**src/mlc_pkg.sv**
```systemverilog
// Package: constants, field layouts and carrier types of the maintenance loop controller
package mlc_pkg;

    // ----------------------------------------------------------------
    // Register offsets (byte addresses)
    // ----------------------------------------------------------------
    localparam logic [7:0] MLC_OFF_CMD_LO = 8'h00;
    localparam logic [7:0] MLC_OFF_CMD_HI = 8'h04;
    localparam logic [7:0] MLC_OFF_CTRL   = 8'h08;
    localparam logic [7:0] MLC_OFF_STAT   = 8'h0C;
    localparam logic [7:0] MLC_OFF_CFG    = 8'h10;

    // ----------------------------------------------------------------
    // Command word layout and special values
    // ----------------------------------------------------------------
    localparam int         MLC_CMD_W      = 29;
    localparam int         MLC_NLOOP_IO   = 32;
    localparam int         MLC_NLOOP_STD  = 16;
    localparam logic [4:0] MLC_ROUTE_LC   = 5'h18;
    localparam logic [5:0] MLC_LOOP_BCAST = 6'h3F;
    localparam logic [4:0] MLC_CHIP_UNIV  = 5'h1B;
    localparam logic [1:0] MLC_CLASS_MNT  = 2'h1;

    // ----------------------------------------------------------------
    // Function codes
    // ----------------------------------------------------------------
    localparam logic [7:0] MLC_FC_DETACH_ON   = 8'h00;
    localparam logic [7:0] MLC_FC_DETACH_OFF  = 8'h01;
    localparam logic [7:0] MLC_FC_PATH0_SET   = 8'h08;
    localparam logic [7:0] MLC_FC_PATH1_SET   = 8'h09;
    localparam logic [7:0] MLC_FC_PATH_CLR    = 8'h0A;
    localparam logic [7:0] MLC_FC_GRPMODE_SET = 8'h10;
    localparam logic [7:0] MLC_FC_GRPMODE_CLR = 8'h11;
    localparam logic [7:0] MLC_FC_MEMG0_SET   = 8'h12;
    localparam logic [7:0] MLC_FC_MEMG0_CLR   = 8'h13;
    localparam logic [7:0] MLC_FC_MEMG1_SET   = 8'h14;
    localparam logic [7:0] MLC_FC_MEMG1_CLR   = 8'h15;
    localparam logic [7:0] MLC_FC_IOG0_SET    = 8'h16;
    localparam logic [7:0] MLC_FC_IOG0_CLR    = 8'h17;
    localparam logic [7:0] MLC_FC_IOG1_SET    = 8'h18;
    localparam logic [7:0] MLC_FC_IOG1_CLR    = 8'h19;
    localparam logic [7:0] MLC_FC_POS_HW      = 8'h20;
    localparam logic [7:0] MLC_FC_POS_F1      = 8'h23;
    localparam logic [7:0] MLC_FC_MAINT100    = 8'h24;
    localparam logic [7:0] MLC_FC_DATA_EN     = 8'h25;
    localparam logic [7:0] MLC_FC_LOG_ON      = 8'h30;
    localparam logic [7:0] MLC_FC_LOG_OFF     = 8'h31;
    localparam logic [7:0] MLC_FC_RSAN_ON     = 8'h38;
    localparam logic [7:0] MLC_FC_RSAN_OFF    = 8'h39;
    localparam logic [7:0] MLC_FC_RESET_ALL   = 8'h3F;
    localparam logic [7:0] MLC_FC_MAINT_SET   = 8'h7E;
    localparam logic [7:0] MLC_FC_MAINT_CLR   = 8'h7F;

    // ----------------------------------------------------------------
    // Option chip codes fed by the per-option lines {upper, lower}
    // ----------------------------------------------------------------
    localparam int         MLC_NOPT = 6;
    localparam logic [9:0] MLC_OPT_CODE [MLC_NOPT] = '{
        10'h244, 10'h024, 10'h044, 10'h064, 10'h084, 10'h0A4};

    // ----------------------------------------------------------------
    // Types
    // ----------------------------------------------------------------
    typedef enum logic [1:0] {
        MLC_MOD_CPU    = 2'h0,
        MLC_MOD_IO     = 2'h1,
        MLC_MOD_SHARED = 2'h2,
        MLC_MOD_BSCAN  = 2'h3
    } mlc_mod_e;

    typedef struct packed {
        logic [4:0] route;
        logic [5:0] loop;
        logic [4:0] chip_hi;
        logic [4:0] chip_lo;
        logic [7:0] func;
    } mlc_cmd_s;

    typedef struct packed {
        logic       io_group_mode;
        logic [1:0] io_path;
        logic [1:0] io_mem_grp;
        logic [1:0] io_io_grp;
        logic [1:0] sr_pos;
        logic       sr_remote_sanity;
        logic       sr_auto_detach;
        logic       sr_data_en;
    } mlc_cfg_s;

    localparam mlc_cfg_s MLC_CFG_DEFAULT = '0;
    localparam logic [1:0] MLC_CTRL_RST  = 2'h0;

endpackage

```
**src/mlc_chip_match.sv**
```systemverilog
// Chip type comparator for one option line
module mlc_chip_match #(
    parameter logic [9:0] CODE = 10'h000
) (
    input  wire logic [4:0] i_chip_hi,
    input  wire logic [4:0] i_chip_lo,
    output logic            o_match
);
    import mlc_pkg::*;

    assign o_match = (i_chip_lo == MLC_CHIP_UNIV) || ({i_chip_hi, i_chip_lo} == CODE);
endmodule

```
**src/mlc_loop_ctrl.sv**
```systemverilog
// Maintenance loop controller: APB command entry, loop fan-out, configuration and maintenance state
// Notes on behaviour
// - Broadcast loop value drives all 16/32 loops
// - Only option matching chip type accepts function
// - Chip type 33 accepted by every option
// - Chip fields are 5-bit letters, A=1
// - Chip bits 17..8, loop field up to 23
// - Route bits 24..28 steer into controller
// - Distribute 8-bit function code, 256 values
// - Defaults forced without sanity or on 77
// - I/O codes 10/11 set path, 12 clears
// - I/O codes 20..25 group and memory bits
// - I/O codes 26/27, 30/31 I/O group bits
// - Shared codes 40..43 choose position source
// - Shared codes 70/71 remote sanity enable
// - Shared codes 0/1 broadcast cluster detach
// - Shared 45 data enable, 44 maintenance default
// - Maintenance functions rejected until code 176
// - Code 177 or master clear ends maintenance
// - BSCAN code 61 disables logger, returns disconnect
module mlc_loop_ctrl #(
    parameter int NLOOP = mlc_pkg::MLC_NLOOP_IO,
    parameter int NOPT  = mlc_pkg::MLC_NOPT
) (
    input  wire logic                  i_core_clk,
    input  wire logic                  i_rst,
    input  wire logic                  i_psel,
    input  wire logic                  i_penable,
    input  wire logic                  i_pwrite,
    input  wire logic [7:0]            i_paddr,
    input  wire logic [31:0]           i_pwdata,
    output logic      [31:0]           o_prdata,
    output logic                       o_pready,
    output logic                       o_pslverr,
    input  wire logic                  i_sanity_ok,
    input  wire logic                  i_cpu_mclr,
    output logic                       o_strobe,
    output logic      [NLOOP-1:0]      o_loop_sel,
    output logic      [7:0]            o_func,
    output logic      [NOPT-1:0]       o_opt_accept,
    output mlc_pkg::mlc_cfg_s          o_cfg,
    output logic                       o_maint_mode,
    output logic                       o_maint_func_act,
    output logic                       o_logger_en,
    output logic                       o_disconnect
);
    import mlc_pkg::*;

    // ----------------------------------------------------------------
    // APB slave
    // ----------------------------------------------------------------
    logic        wr_go;
    logic        issue;
    logic        mapped;
    mlc_cmd_s    in_cmd;
    mlc_cmd_s    last_cmd;
    logic [31:0] cmd_hi;
    mlc_mod_e    mod_type;
    logic        disc_sticky;
    logic        clr_disc;
    logic [31:0] next_rdata;

    assign wr_go  = i_psel && i_penable && o_pready && i_pwrite;
    assign in_cmd = mlc_cmd_s'(i_pwdata[MLC_CMD_W-1:0]);
    assign issue  = wr_go && (i_paddr == MLC_OFF_CMD_LO);
    assign mapped = (i_paddr == MLC_OFF_CMD_LO) || (i_paddr == MLC_OFF_CMD_HI) ||
                    (i_paddr == MLC_OFF_CTRL) || (i_paddr == MLC_OFF_STAT) ||
                    (i_paddr == MLC_OFF_CFG);
    assign clr_disc = wr_go && (i_paddr == MLC_OFF_STAT) && i_pwdata[3];

    always_comb begin
        next_rdata = '0;
        unique case (i_paddr)
            MLC_OFF_CMD_LO: next_rdata[MLC_CMD_W-1:0] = last_cmd;
            MLC_OFF_CMD_HI: next_rdata = cmd_hi;
            MLC_OFF_CTRL:   next_rdata[1:0] = mod_type;
            MLC_OFF_STAT:   next_rdata[3:0] = {disc_sticky, o_logger_en, o_maint_func_act, o_maint_mode};
            MLC_OFF_CFG:    next_rdata[$bits(mlc_cfg_s)-1:0] = o_cfg;
            default:        next_rdata = '0;
        endcase
    end

    always_ff @(posedge i_core_clk or posedge i_rst) begin
        if (i_rst) begin
            o_pready  <= 1'b0;
            o_pslverr <= 1'b0;
            o_prdata  <= '0;
        end else begin
            o_pready  <= i_psel && i_penable && !o_pready;
            o_pslverr <= i_psel && i_penable && !o_pready && !mapped;
            if (i_psel && i_penable && !o_pready && !i_pwrite) begin
                o_prdata <= next_rdata;
            end
        end
    end

    always_ff @(posedge i_core_clk or posedge i_rst) begin
        if (i_rst) begin
            cmd_hi   <= '0;
            mod_type <= mlc_mod_e'(MLC_CTRL_RST);
            last_cmd <= '0;
        end else begin
            if (wr_go && i_paddr == MLC_OFF_CMD_HI) begin
                cmd_hi <= i_pwdata;
            end
            if (wr_go && i_paddr == MLC_OFF_CTRL) begin
                mod_type <= mlc_mod_e'(i_pwdata[1:0]);
            end
            if (issue) begin
                last_cmd <= in_cmd;
            end
        end
    end

    // ----------------------------------------------------------------
    // Command acceptance
    // ----------------------------------------------------------------
    logic route_ok;
    logic is_maint;
    logic deliver;

    assign route_ok = issue && (in_cmd.route == MLC_ROUTE_LC);
    assign is_maint = (in_cmd.func[7:6] == MLC_CLASS_MNT);
    assign deliver  = route_ok && (!is_maint || o_maint_mode ||
                      in_cmd.func == MLC_FC_MAINT_SET || in_cmd.func == MLC_FC_MAINT_CLR);

    // ----------------------------------------------------------------
    // Loop and option fan-out
    // ----------------------------------------------------------------
    logic [NLOOP-1:0] sel;
    logic [NOPT-1:0]  match;

    mlc_loop_decode #(
        .NLOOP_IO  (NLOOP),
        .NLOOP_STD (MLC_NLOOP_STD)
    ) u_loop_decode (
        .i_loop (in_cmd.loop),
        .i_io   (mod_type == MLC_MOD_IO),
        .o_sel  (sel)
    );

    for (genvar g = 0; g < NOPT; g++) begin : g_opt
        mlc_chip_match #(
            .CODE (MLC_OPT_CODE[g])
        ) u_chip_match (
            .i_chip_hi (in_cmd.chip_hi),
            .i_chip_lo (in_cmd.chip_lo),
            .o_match   (match[g])
        );
    end

    always_ff @(posedge i_core_clk or posedge i_rst) begin
        if (i_rst) begin
            o_strobe     <= 1'b0;
            o_loop_sel   <= '0;
            o_func       <= '0;
            o_opt_accept <= '0;
        end else begin
            o_strobe     <= deliver;
            o_loop_sel   <= deliver ? sel : '0;
            o_opt_accept <= (deliver && |sel) ? match : '0;
            if (deliver) begin
                o_func <= in_cmd.func;
            end
        end
    end

    // ----------------------------------------------------------------
    // Configuration state
    // ----------------------------------------------------------------
    mlc_cfg_s next_cfg;

    always_comb begin
        next_cfg = o_cfg;
        if (route_ok && mod_type == MLC_MOD_IO) begin
            unique case (in_cmd.func)
                MLC_FC_PATH0_SET:   next_cfg.io_path[0] = 1'b1;
                MLC_FC_PATH1_SET:   next_cfg.io_path[1] = 1'b1;
                MLC_FC_PATH_CLR:    next_cfg.io_path = 2'h0;
                MLC_FC_GRPMODE_SET: next_cfg.io_group_mode = 1'b1;
                MLC_FC_GRPMODE_CLR: next_cfg.io_group_mode = 1'b0;
                MLC_FC_MEMG0_SET:   next_cfg.io_mem_grp[0] = 1'b1;
                MLC_FC_MEMG0_CLR:   next_cfg.io_mem_grp[0] = 1'b0;
                MLC_FC_MEMG1_SET:   next_cfg.io_mem_grp[1] = 1'b1;
                MLC_FC_MEMG1_CLR:   next_cfg.io_mem_grp[1] = 1'b0;
                MLC_FC_IOG0_SET:    next_cfg.io_io_grp[0] = 1'b1;
                MLC_FC_IOG0_CLR:    next_cfg.io_io_grp[0] = 1'b0;
                MLC_FC_IOG1_SET:    next_cfg.io_io_grp[1] = 1'b1;
                MLC_FC_IOG1_CLR:    next_cfg.io_io_grp[1] = 1'b0;
                default:            next_cfg = o_cfg;
            endcase
        end else if (route_ok && mod_type == MLC_MOD_SHARED) begin
            if (in_cmd.func >= MLC_FC_POS_HW && in_cmd.func <= MLC_FC_POS_F1) begin
                next_cfg.sr_pos = in_cmd.func[1:0];
            end
            unique case (in_cmd.func)
                MLC_FC_DETACH_ON:  next_cfg.sr_auto_detach = 1'b1;
                MLC_FC_DETACH_OFF: next_cfg.sr_auto_detach = 1'b0;
                MLC_FC_MAINT100:   next_cfg.sr_data_en = 1'b0;
                MLC_FC_DATA_EN:    next_cfg.sr_data_en = 1'b1;
                MLC_FC_RSAN_ON:    next_cfg.sr_remote_sanity = 1'b1;
                MLC_FC_RSAN_OFF:   next_cfg.sr_remote_sanity = 1'b0;
                default:           ;
            endcase
        end
        if (!i_sanity_ok || (route_ok && in_cmd.func == MLC_FC_RESET_ALL)) begin
            next_cfg = MLC_CFG_DEFAULT;
        end
    end

    always_ff @(posedge i_core_clk or posedge i_rst) begin
        if (i_rst) begin
            o_cfg <= MLC_CFG_DEFAULT;
        end else begin
            o_cfg <= next_cfg;
        end
    end

    // ----------------------------------------------------------------
    // Maintenance mode
    // ----------------------------------------------------------------
    always_ff @(posedge i_core_clk or posedge i_rst) begin
        if (i_rst) begin
            o_maint_mode     <= 1'b0;
            o_maint_func_act <= 1'b0;
        end else begin
            if (i_cpu_mclr || (deliver && in_cmd.func == MLC_FC_MAINT_CLR)) begin
                o_maint_mode <= 1'b0;
            end else if (deliver && in_cmd.func == MLC_FC_MAINT_SET) begin
                o_maint_mode <= 1'b1;
            end
            if (deliver && in_cmd.func == MLC_FC_MAINT_CLR) begin
                o_maint_func_act <= 1'b0;
            end else if (deliver && is_maint && in_cmd.func != MLC_FC_MAINT_SET) begin
                o_maint_func_act <= 1'b1;
            end
        end
    end

    // ----------------------------------------------------------------
    // Error logger and disconnect
    // ----------------------------------------------------------------
    logic log_off;

    assign log_off = route_ok && mod_type == MLC_MOD_BSCAN && in_cmd.func == MLC_FC_LOG_OFF;

    always_ff @(posedge i_core_clk or posedge i_rst) begin
        if (i_rst) begin
            o_logger_en  <= 1'b1;
            o_disconnect <= 1'b0;
            disc_sticky  <= 1'b0;
        end else begin
            o_disconnect <= log_off;
            if (log_off) begin
                o_logger_en <= 1'b0;
            end else if (route_ok && mod_type == MLC_MOD_BSCAN && in_cmd.func == MLC_FC_LOG_ON) begin
                o_logger_en <= 1'b1;
            end
            if (log_off) begin
                disc_sticky <= 1'b1;
            end else if (clr_disc) begin
                disc_sticky <= 1'b0;
            end
        end
    end
endmodule

```
**src/mlc_loop_decode.sv**
```systemverilog
// Loop selection decoder: broadcast or a single loop
module mlc_loop_decode #(
    parameter int NLOOP_IO  = 32,
    parameter int NLOOP_STD = 16
) (
    input  wire logic [5:0]          i_loop,
    input  wire logic                i_io,
    output logic      [NLOOP_IO-1:0] o_sel
);
    import mlc_pkg::*;

    always_comb begin
        o_sel = '0;
        if (i_loop == MLC_LOOP_BCAST) begin
            for (int i = 0; i < NLOOP_IO; i++) begin
                o_sel[i] = i_io || (i < NLOOP_STD);
            end
        end else if (int'(i_loop) < (i_io ? NLOOP_IO : NLOOP_STD)) begin
            o_sel[i_loop[4:0]] = 1'b1;
        end
    end
endmodule

```
**config.mk**
```make
export PLATFORM = sky130hd
export DESIGN_NAME = mlc_loop_ctrl
export DESIGN_NICKNAME = d
export VERILOG_FILES = /design/src/mlc_pkg.sv /design/src/mlc_chip_match.sv /design/src/mlc_loop_ctrl.sv /design/src/mlc_loop_decode.sv
export SDC_FILE = /design/constraint.sdc
export NUM_CORES = 1
export LEC_CHECK = 0
export BUFFER_PORTS_ARGS = -buffer_cell sky130_fd_sc_hd__buf_2
export CORE_MARGIN = 4
export CORE_UTILIZATION = 50
export DETAILED_ROUTE_END_ITERATION = 10
export MAX_ROUTING_LAYER = met4
export PLACE_DENSITY = 0.77
export SETUP_SLACK_MARGIN = 0.1
export SLEW_MARGIN = 20
export SYNTH_ARGS = -nofsm -noshare
export SYNTH_HDL_FRONTEND = slang
export SYNTH_SLANG_ARGS = --single-unit
```
**constraint.sdc**
```tcl
create_clock -name i_core_clk -period 5 [get_ports i_core_clk]
set_input_delay 1 -clock i_core_clk [delete_from_list [all_inputs] [get_ports i_core_clk]]
set_output_delay 1 -clock i_core_clk [all_outputs]
set_load 0.05 [all_outputs]
```
==> metrics.txt, run 1 <==
number of global-route vias before repair=5,656; adder-cell share of the synthesized area=0.1768%; Worst path slowest cell=or4_2; Yosys warning total=0; Hold EP=o_prdata[5]$_DFFE_PP0P_; Comb power frac=4.7%; HPWL after DPL=12,660 um; FF-to-FF Start=mod_type[0]$_DFFE_PP0P_; Sw Share=22.39%; setup slack, reg-to-reg=2.39 ns; minimum clock period=3.327 ns; Final Cycle Share=66.54%; Synth Register Bits=161; Top delay family on crit path=simple AND/OR/NAND/NOR gates; Post-Synth Simple-Gate Area=12.55%; Finish-stage setup viols=0; CP bufs+invs=1; placed cell area=7956 um^2; Ports=144; Hold Startpoint=o_prdata[5]$_DFFE_PP0P_; Slew @ Worst Pin=1.053 ns; clk slew on worst S/H paths=0.06 ns; commonest non-fill, non-tap cell in the layout=dfrtp_1; met3 Use GR=6.104%; Worst-Skew Late Latency=0.43 ns; setup_tns=0 ns; Top FF cell, synth=dfrtp_1; post-synthesis compound-gate area fraction=12.02%; final hold viol count=0; Post-CTS Setup Bufs=0; Switching Power=0.6291 mW; leading area contributor after synthesis=dfrtp_1; EDFF count, synth=0; Vias=5,501; RR Endpoint=o_loop_sel[15]$_DFF_PP0_; cell depth of the worst flop-to-flop path=7; clk sinks=161; Root Buffer=clkbuf_16; Num CTS Buffers=17; Synth top area share=56.57%; post-CTS resize count=0; CTS tree=built; Final ANT Viol Nets=0; Max Cap Violations=0; power per standard cell area=326.9 nW/um^2; M2 GR Usage=37.39%; average wire per standard cell=20.04 um; cell count after synthesis=609; vias per cell=5.896; kind of critical path=primary input to flop; antenna violations before repair=0; Routed WL=18,690 um; fillers=1,077; hold buffer count at cts=0; worst hold path type=flop to flop; GP Congestion=0.8555; largest net degree at the start of global routing=121; Critical Path RT=5.31 ns; Max clock buf depth=2; Rel. slew slack=28.85%; Area Growth Syn to Fin=21.44%; Syn Std Cell Area=7078 um^2; fin area=8596 um^2; mux share of post-synthesis cell area=14.57%; global-route wire length before repair=29,950 um; top post-synthesis cells by area=dfrtp_1 (57%), mux2_2 (7.0%), mux2_4 (5.5%); Crit path arrival time=3.63 ns; Final #Nets=787; drt drc=0; Leak=4.505 nW; GRT Total Usage=24.39%; die height=127.0 um; syn_nets=657; fmax=300.6 MHz; GR peak layer=met2; Core Region=13,880 um^2; Initial Utilization=50.99%; peak supply drop=0.0002394 V; share of power burned in registers=46.5%; Syn Area/Cell=11.62 um^2; Int Pwr=2.181 mW; CP startpoint kind=primary input; Yosys cell types=59; PortBufs=143; ys async rst share=100.0%; Clock Power Share=48.7%; CP max FO=34; met1 GRT Util=32.69%; fraction of layout cells with a size suffix above 1=36.44%; crit end category=flop; sequential element share of the synthesized area=56.94%; Die W=127.0 um; clk_skew=0.006644 ns; grt ovf=0; CTS H-tree depth=4; hold depth=2; First DRT Iteration DRCs=370; status=completed; DRT Pass-1 Iters=5; std cell rows=43; RSZ-0062 raised after global routing=no; critical-path cell list=buf_2 > or4_4 > or2_1 > or4_2 > mux2_4; largest family of logic cells by synthesized area=multiplexers; Worst path max stage delay=1.14 ns; XOR/XNOR Fraction of Synth Area=0%; Die ar.=16,120 um^2; Slew Limit Fails=0; commonest non-fill, non-tap cells in the layout=dfrtp_1 (160), buf_2 (143), nand2_1 (63)
## metrics by stage
stage / worst slack [ns] / util (%) / instances / hold slack, ns / power, mW
5_1_grt: 1.621 / 61.91 / 932 / 0.5029 / 2.910
2_1_floorplan: 1.958 / - / 609 / 0.4446 / 1.403
6_report: 1.673 / 61.93 / 933 / 0.4755 / 2.810
3_3_place_gp: 1.291 / 57.18 / 900 / 0.4559 / 1.458
3_5_place_dp: 1.232 / 57.32 / 900 / 0.4662 / 1.463
4_1_cts: 1.688 / 61.86 / 932 / 0.4809 / 2.830
## power by group through the flow
stage | logic, mW | registers [mW] | clock network [mW]
2_1_floorplan | 0.0689 | 1.33 | 0
3_3_place_gp | 0.127 | 1.33 | 0
3_5_place_dp | 0.132 | 1.33 | 0
4_1_cts | 0.132 | 1.31 | 1.39
5_1_grt | 0.146 | 1.31 | 1.46
6_report | 0.133 | 1.31 | 1.37
## cells by family (layout without fill, tap and decap cells)
logic type	after synthesis	after routing
AND/OR/NAND/NOR	170	170
AO/OA/AOI/OAI	131	131
other	0	1
flip-flops	161	161
buffers and inverters	64	207
multiplexers	82	82
adder cells (fa/ha/maj)	1	1
## cells in the mapped netlist, drive strengths merged (2+ instances only)
library cell	number
a211oi	2
a21oi	57
a222oi	17
a22o	3
a2bb2oi	2
a31o	2
a31oi	4
a41o	6
and2	2
and3	3
and3b	2
and4	2
buf	6
clkbuf	33
dfrtp	160
inv	24
mux2	70
mux2i	10
mux4	2
nand2	63
nand2b	2
nand3	12
nand3b	4
nand4	10
nand4b	2
nor2	22
nor2b	9
nor3	9
nor3b	3
nor4	7
nor4b	3
o211ai	2
o21ai	25
o311a	2
o31ai	2
or2	5
or3	4
or4	2
## tightest hold or removal path: stages (launching register included)
cell	delay, ns
dfrtp_1	0.34
nand2_1	0.04
o21ai_0	0.06
## flip-flops by register name, indices dropped and copies added, names as in the netlist
signal / count
o_prdata: 32
o_logger_en: 1
last_cmd: 29
cmd_hi: 32
o_pslverr: 1
disc_sticky: 1
o_loop_sel: 32
o_func: 8
mod_type: 2
o_strobe: 1
o_maint_mode: 1
o_cfg: 12
o_opt_accept: 6
o_pready: 1
o_maint_func_act: 1
o_disconnect: 1
## layer usage
layer,vias to the layer above,routed length [um]
met5,-,0
met4,0,213
met3,27,1271
met2,224,9095
met1,2782,8113
li1,2468,-
## final cells by class
cell class / instances / area (um^2) / area share [%]
Antenna cell: 1 / 2.502 / 0.02911
Inverter: 25 / 97.59 / 1.135
Multi-Input combinational cell: 384 / 2829 / 32.91
Timing Repair Buffer: 150 / 780.7 / 9.083
Clock buffer: 21 / 480.5 / 5.590
Tap cell: 180 / 225.2 / 2.620
Clock inverter: 11 / 150.1 / 1.747
Sequential cell: 161 / 4030 / 46.89
## worst max path at each step
| stage | startpoint | end | cells after the start |
|---|---|---|---|
| floorplan | i_rst | cmd_hi[0]$_DFFE_PP0P_ | 1 |
| global placement | i_paddr[1] | cmd_hi[27]$_DFFE_PP0P_ | 5 |
| detailed placement | i_paddr[1] | cmd_hi[20]$_DFFE_PP0P_ | 5 |
| CTS | i_paddr[1] | cmd_hi[9]$_DFFE_PP0P_ | 5 |
| global route | i_paddr[1] | cmd_hi[9]$_DFFE_PP0P_ | 5 |
| finish | i_paddr[1] | cmd_hi[24]$_DFFE_PP0P_ | 5 |
Note: power is estimated with default switching activity, not from simulation.
==> run 2, diff against run 1 <==
- CORE_UTILIZATION: 50 -> 55
- PLACE_DENSITY: 0.77 -> 0.8
- clock period: 5 -> 3.4 ns (I/O delays scaled with it)
==> run 2 against run 1 <==
  * Critical path depth grew 1
  * Via count grew 1.5%
  * Power grew 40%
  * First-iteration DRC count grew 41%
  * Global-route usage grew 2.2 points
  * Setup slack lost 0.96 ns
  * Cell count grew 0.11%
  * Combinational power grew 49%
  * Count of clock-buffer cells in the layout grew 2
  * Worst hold slack lost 0.13 ns
  * Routed wire length shrank 2.1%
  * Utilization grew 6.0 points
==> metrics.txt, run 2 (synthesis results as in run 1) <==
status=completed; std cell rows=41 (-4.7%); Worst-Skew Late Latency=0.42 ns (about the same); Rel. slew slack=39.90% (+11 points); Die ar.=14,750 um^2 (-8.5%); CTS H-tree depth=4 (unchanged); antenna violations before repair=0 (unchanged); grt ovf=0 (unchanged); Area Growth Syn to Fin=21.05%; Total Power=3.921 mW (+40%); peak supply drop=0.0003440 V (+44%); Max Cap Violations=0 (unchanged); RSZ-0062 raised after global routing=no; commonest non-fill, non-tap cells in the layout=dfrtp_1 (160), buf_2 (143), nand2_1 (63); placed cells=903 (+0.33%); fmax=371.6 MHz; cell depth of the worst flop-to-flop path=7 (unchanged); largest net degree at the start of global routing=91 (-25%); Finish-stage setup viols=0 (unchanged); clk slew on worst S/H paths=0.06 ns (about the same); Die W=121.4 um (-4.4%); Util after Layout=67.90% (+6.0 points); GP Congestion=0.9748 (+14%); Critical Path RT=3.71 ns (-1.60 ns); RR Endpoint=o_loop_sel[31]$_DFF_PP0_; Setup crit end=cmd_hi[26]$_DFFE_PP0P_; kind of critical path=primary input to flop; Worst path slowest cell=or4_2; Final Cycle Share=79.15%; setup_tns=0 ns (unchanged); Layout Cells excl Fill=934 (+0.11%); critical-path cell list=buf_2 > or4_4 > or2_1 > or4_2 > buf_4 > mux2_4; power per standard cell area=457.6 nW/um^2 (+40%); Final #Nets=798 (+1.4%); CP startpoint kind=primary input; clk_skew=0.007835 ns (+0.001192 ns); average wire per standard cell=19.60 um (-2.2%); vias per cell=5.981 (+1.4%); HPWL after DPL=12,590 um (-0.60%); Leak=4.503 nW (about the same); Routed WL=18,300 um (-2.1%); drt drc=0 (unchanged); Core Region=12,620 um^2 (-9.1%); CTS tree=built; FF-to-FF Start=mod_type[0]$_DFFE_PP0P_; crit end category=flop; diode count=0 (-1); hold buffer count at cts=0 (unchanged); setup slack, reg-to-reg=0.76 ns (-1.63 ns); Worst path max stage delay=0.65 ns (-0.49 ns); Slew @ Worst Pin=0.8946 ns (-0.1582 ns); Crit path arrival time=3.00 ns (-0.63 ns); die height=121.4 um (-4.4%); minimum clock period=2.691 ns; top flop regs=cmd_hi: 32 flops, o_loop_sel: 32 flops, o_prdata: 32 flops; Root Buffer=clkbuf_16; Num CTS Buffers=17 (unchanged); Initial Utilization=56.09% (+5.1 points); worst hold path type=primary input to async pin; DRT Pass-1 Iters=6 (+1); First DRT Iteration DRCs=522 (+41%); commonest non-fill, non-tap cell in the layout=dfrtp_1; fraction of layout cells with a size suffix above 1=36.48% (+0.047 points); clk sinks=161 (unchanged); Ports=144 (unchanged); number of global-route vias before repair=5,769 (+2.0%); launch point of the critical path=i_paddr[1]; PortBufs=143 (unchanged); final hold viol count=0 (unchanged); global-route wire length before repair=29,590 um (-1.2%); Vias=5,586 (+1.5%); GRT Total Usage=26.58% (+2.2 points); Final ANT Viol Nets=0 (unchanged); post-CTS resize count=0 (unchanged); CP max FO=24 (-29%); Post-CTS Setup Bufs=0 (unchanged); Slew Limit Fails=0 (unchanged); Max clock buf depth=2 (unchanged)
==> run 2: changes by cell type in the layout (fill, tap and decap cells not counted), sizes merged <==
cell / delta
clkbuf: +2
clkinv: -1
bufinv: -2
diode: -1
clkinvlp: +1
buf: +11
inv: -1
==> run 2: worst max-delay path, delay by kind of cell <==
family	cells	cell delay, ns
buffers and inverters	2	0.41
and+or+nand+nor	3	1.54
muxes	1	0.35
==> run 2: cell type report <==
class / instances / area [um^2]
Clock buffer: 23 / 478.0
Clock inverter: 8 / 80.08
Fill cell: 991 / 4051
Inverter: 25 / 97.59
Multi-Input combinational cell: 384 / 2804
Sequential cell: 161 / 4030
Tap cell: 172 / 215.2
Timing Repair Buffer: 161 / 863.3
==> run 2: routing by layer <==
metal | track usage (%) | wire length [um]
met5 | - | 0
met4 | 9.034 | 476
met3 | 5.548 | 1385
met2 | 41.69 | 8971
met1 | 34.92 | 7470
==> run 2: worst min-delay path by stage <==
stage,slack (ns),endpoint,cells past startpoint,from
final,0.34,o_prdata[27]$_DFFE_PP0P_,2,i_rst
after global placement,0.46,o_prdata[8]$_DFFE_PP0P_,2,o_prdata[8]$_DFFE_PP0P_
after CTS,0.35,last_cmd[26]$_DFFE_PP0P_,2,i_rst
after detailed placement,0.47,o_prdata[8]$_DFFE_PP0P_,2,o_prdata[8]$_DFFE_PP0P_
after floorplan,0.44,cmd_hi[0]$_DFFE_PP0P_,2,cmd_hi[0]$_DFFE_PP0P_
after global routing,0.37,last_cmd[28]$_DFFE_PP0P_,2,i_rst
==> run 2: through the flow <==
step | setup WS (ns) | cell area, um^2 | hold WS [ns]
finish | 0.7089 | 8568 | 0.3411
global placement | 0.3401 | 8010 | 0.4568
detailed placement | 0.2848 | 8010 | 0.4661
CTS | 0.7212 | 8568 | 0.3454
global route | 0.6589 | 8568 | 0.3704
floorplan | 0.6780 | 7082 | 0.4446
==> run 2: power by group <==
part           switching [mW]  internal, mW
logic                   0.145        0.0534
registers             0.00297          1.92
clock network           0.737          1.06
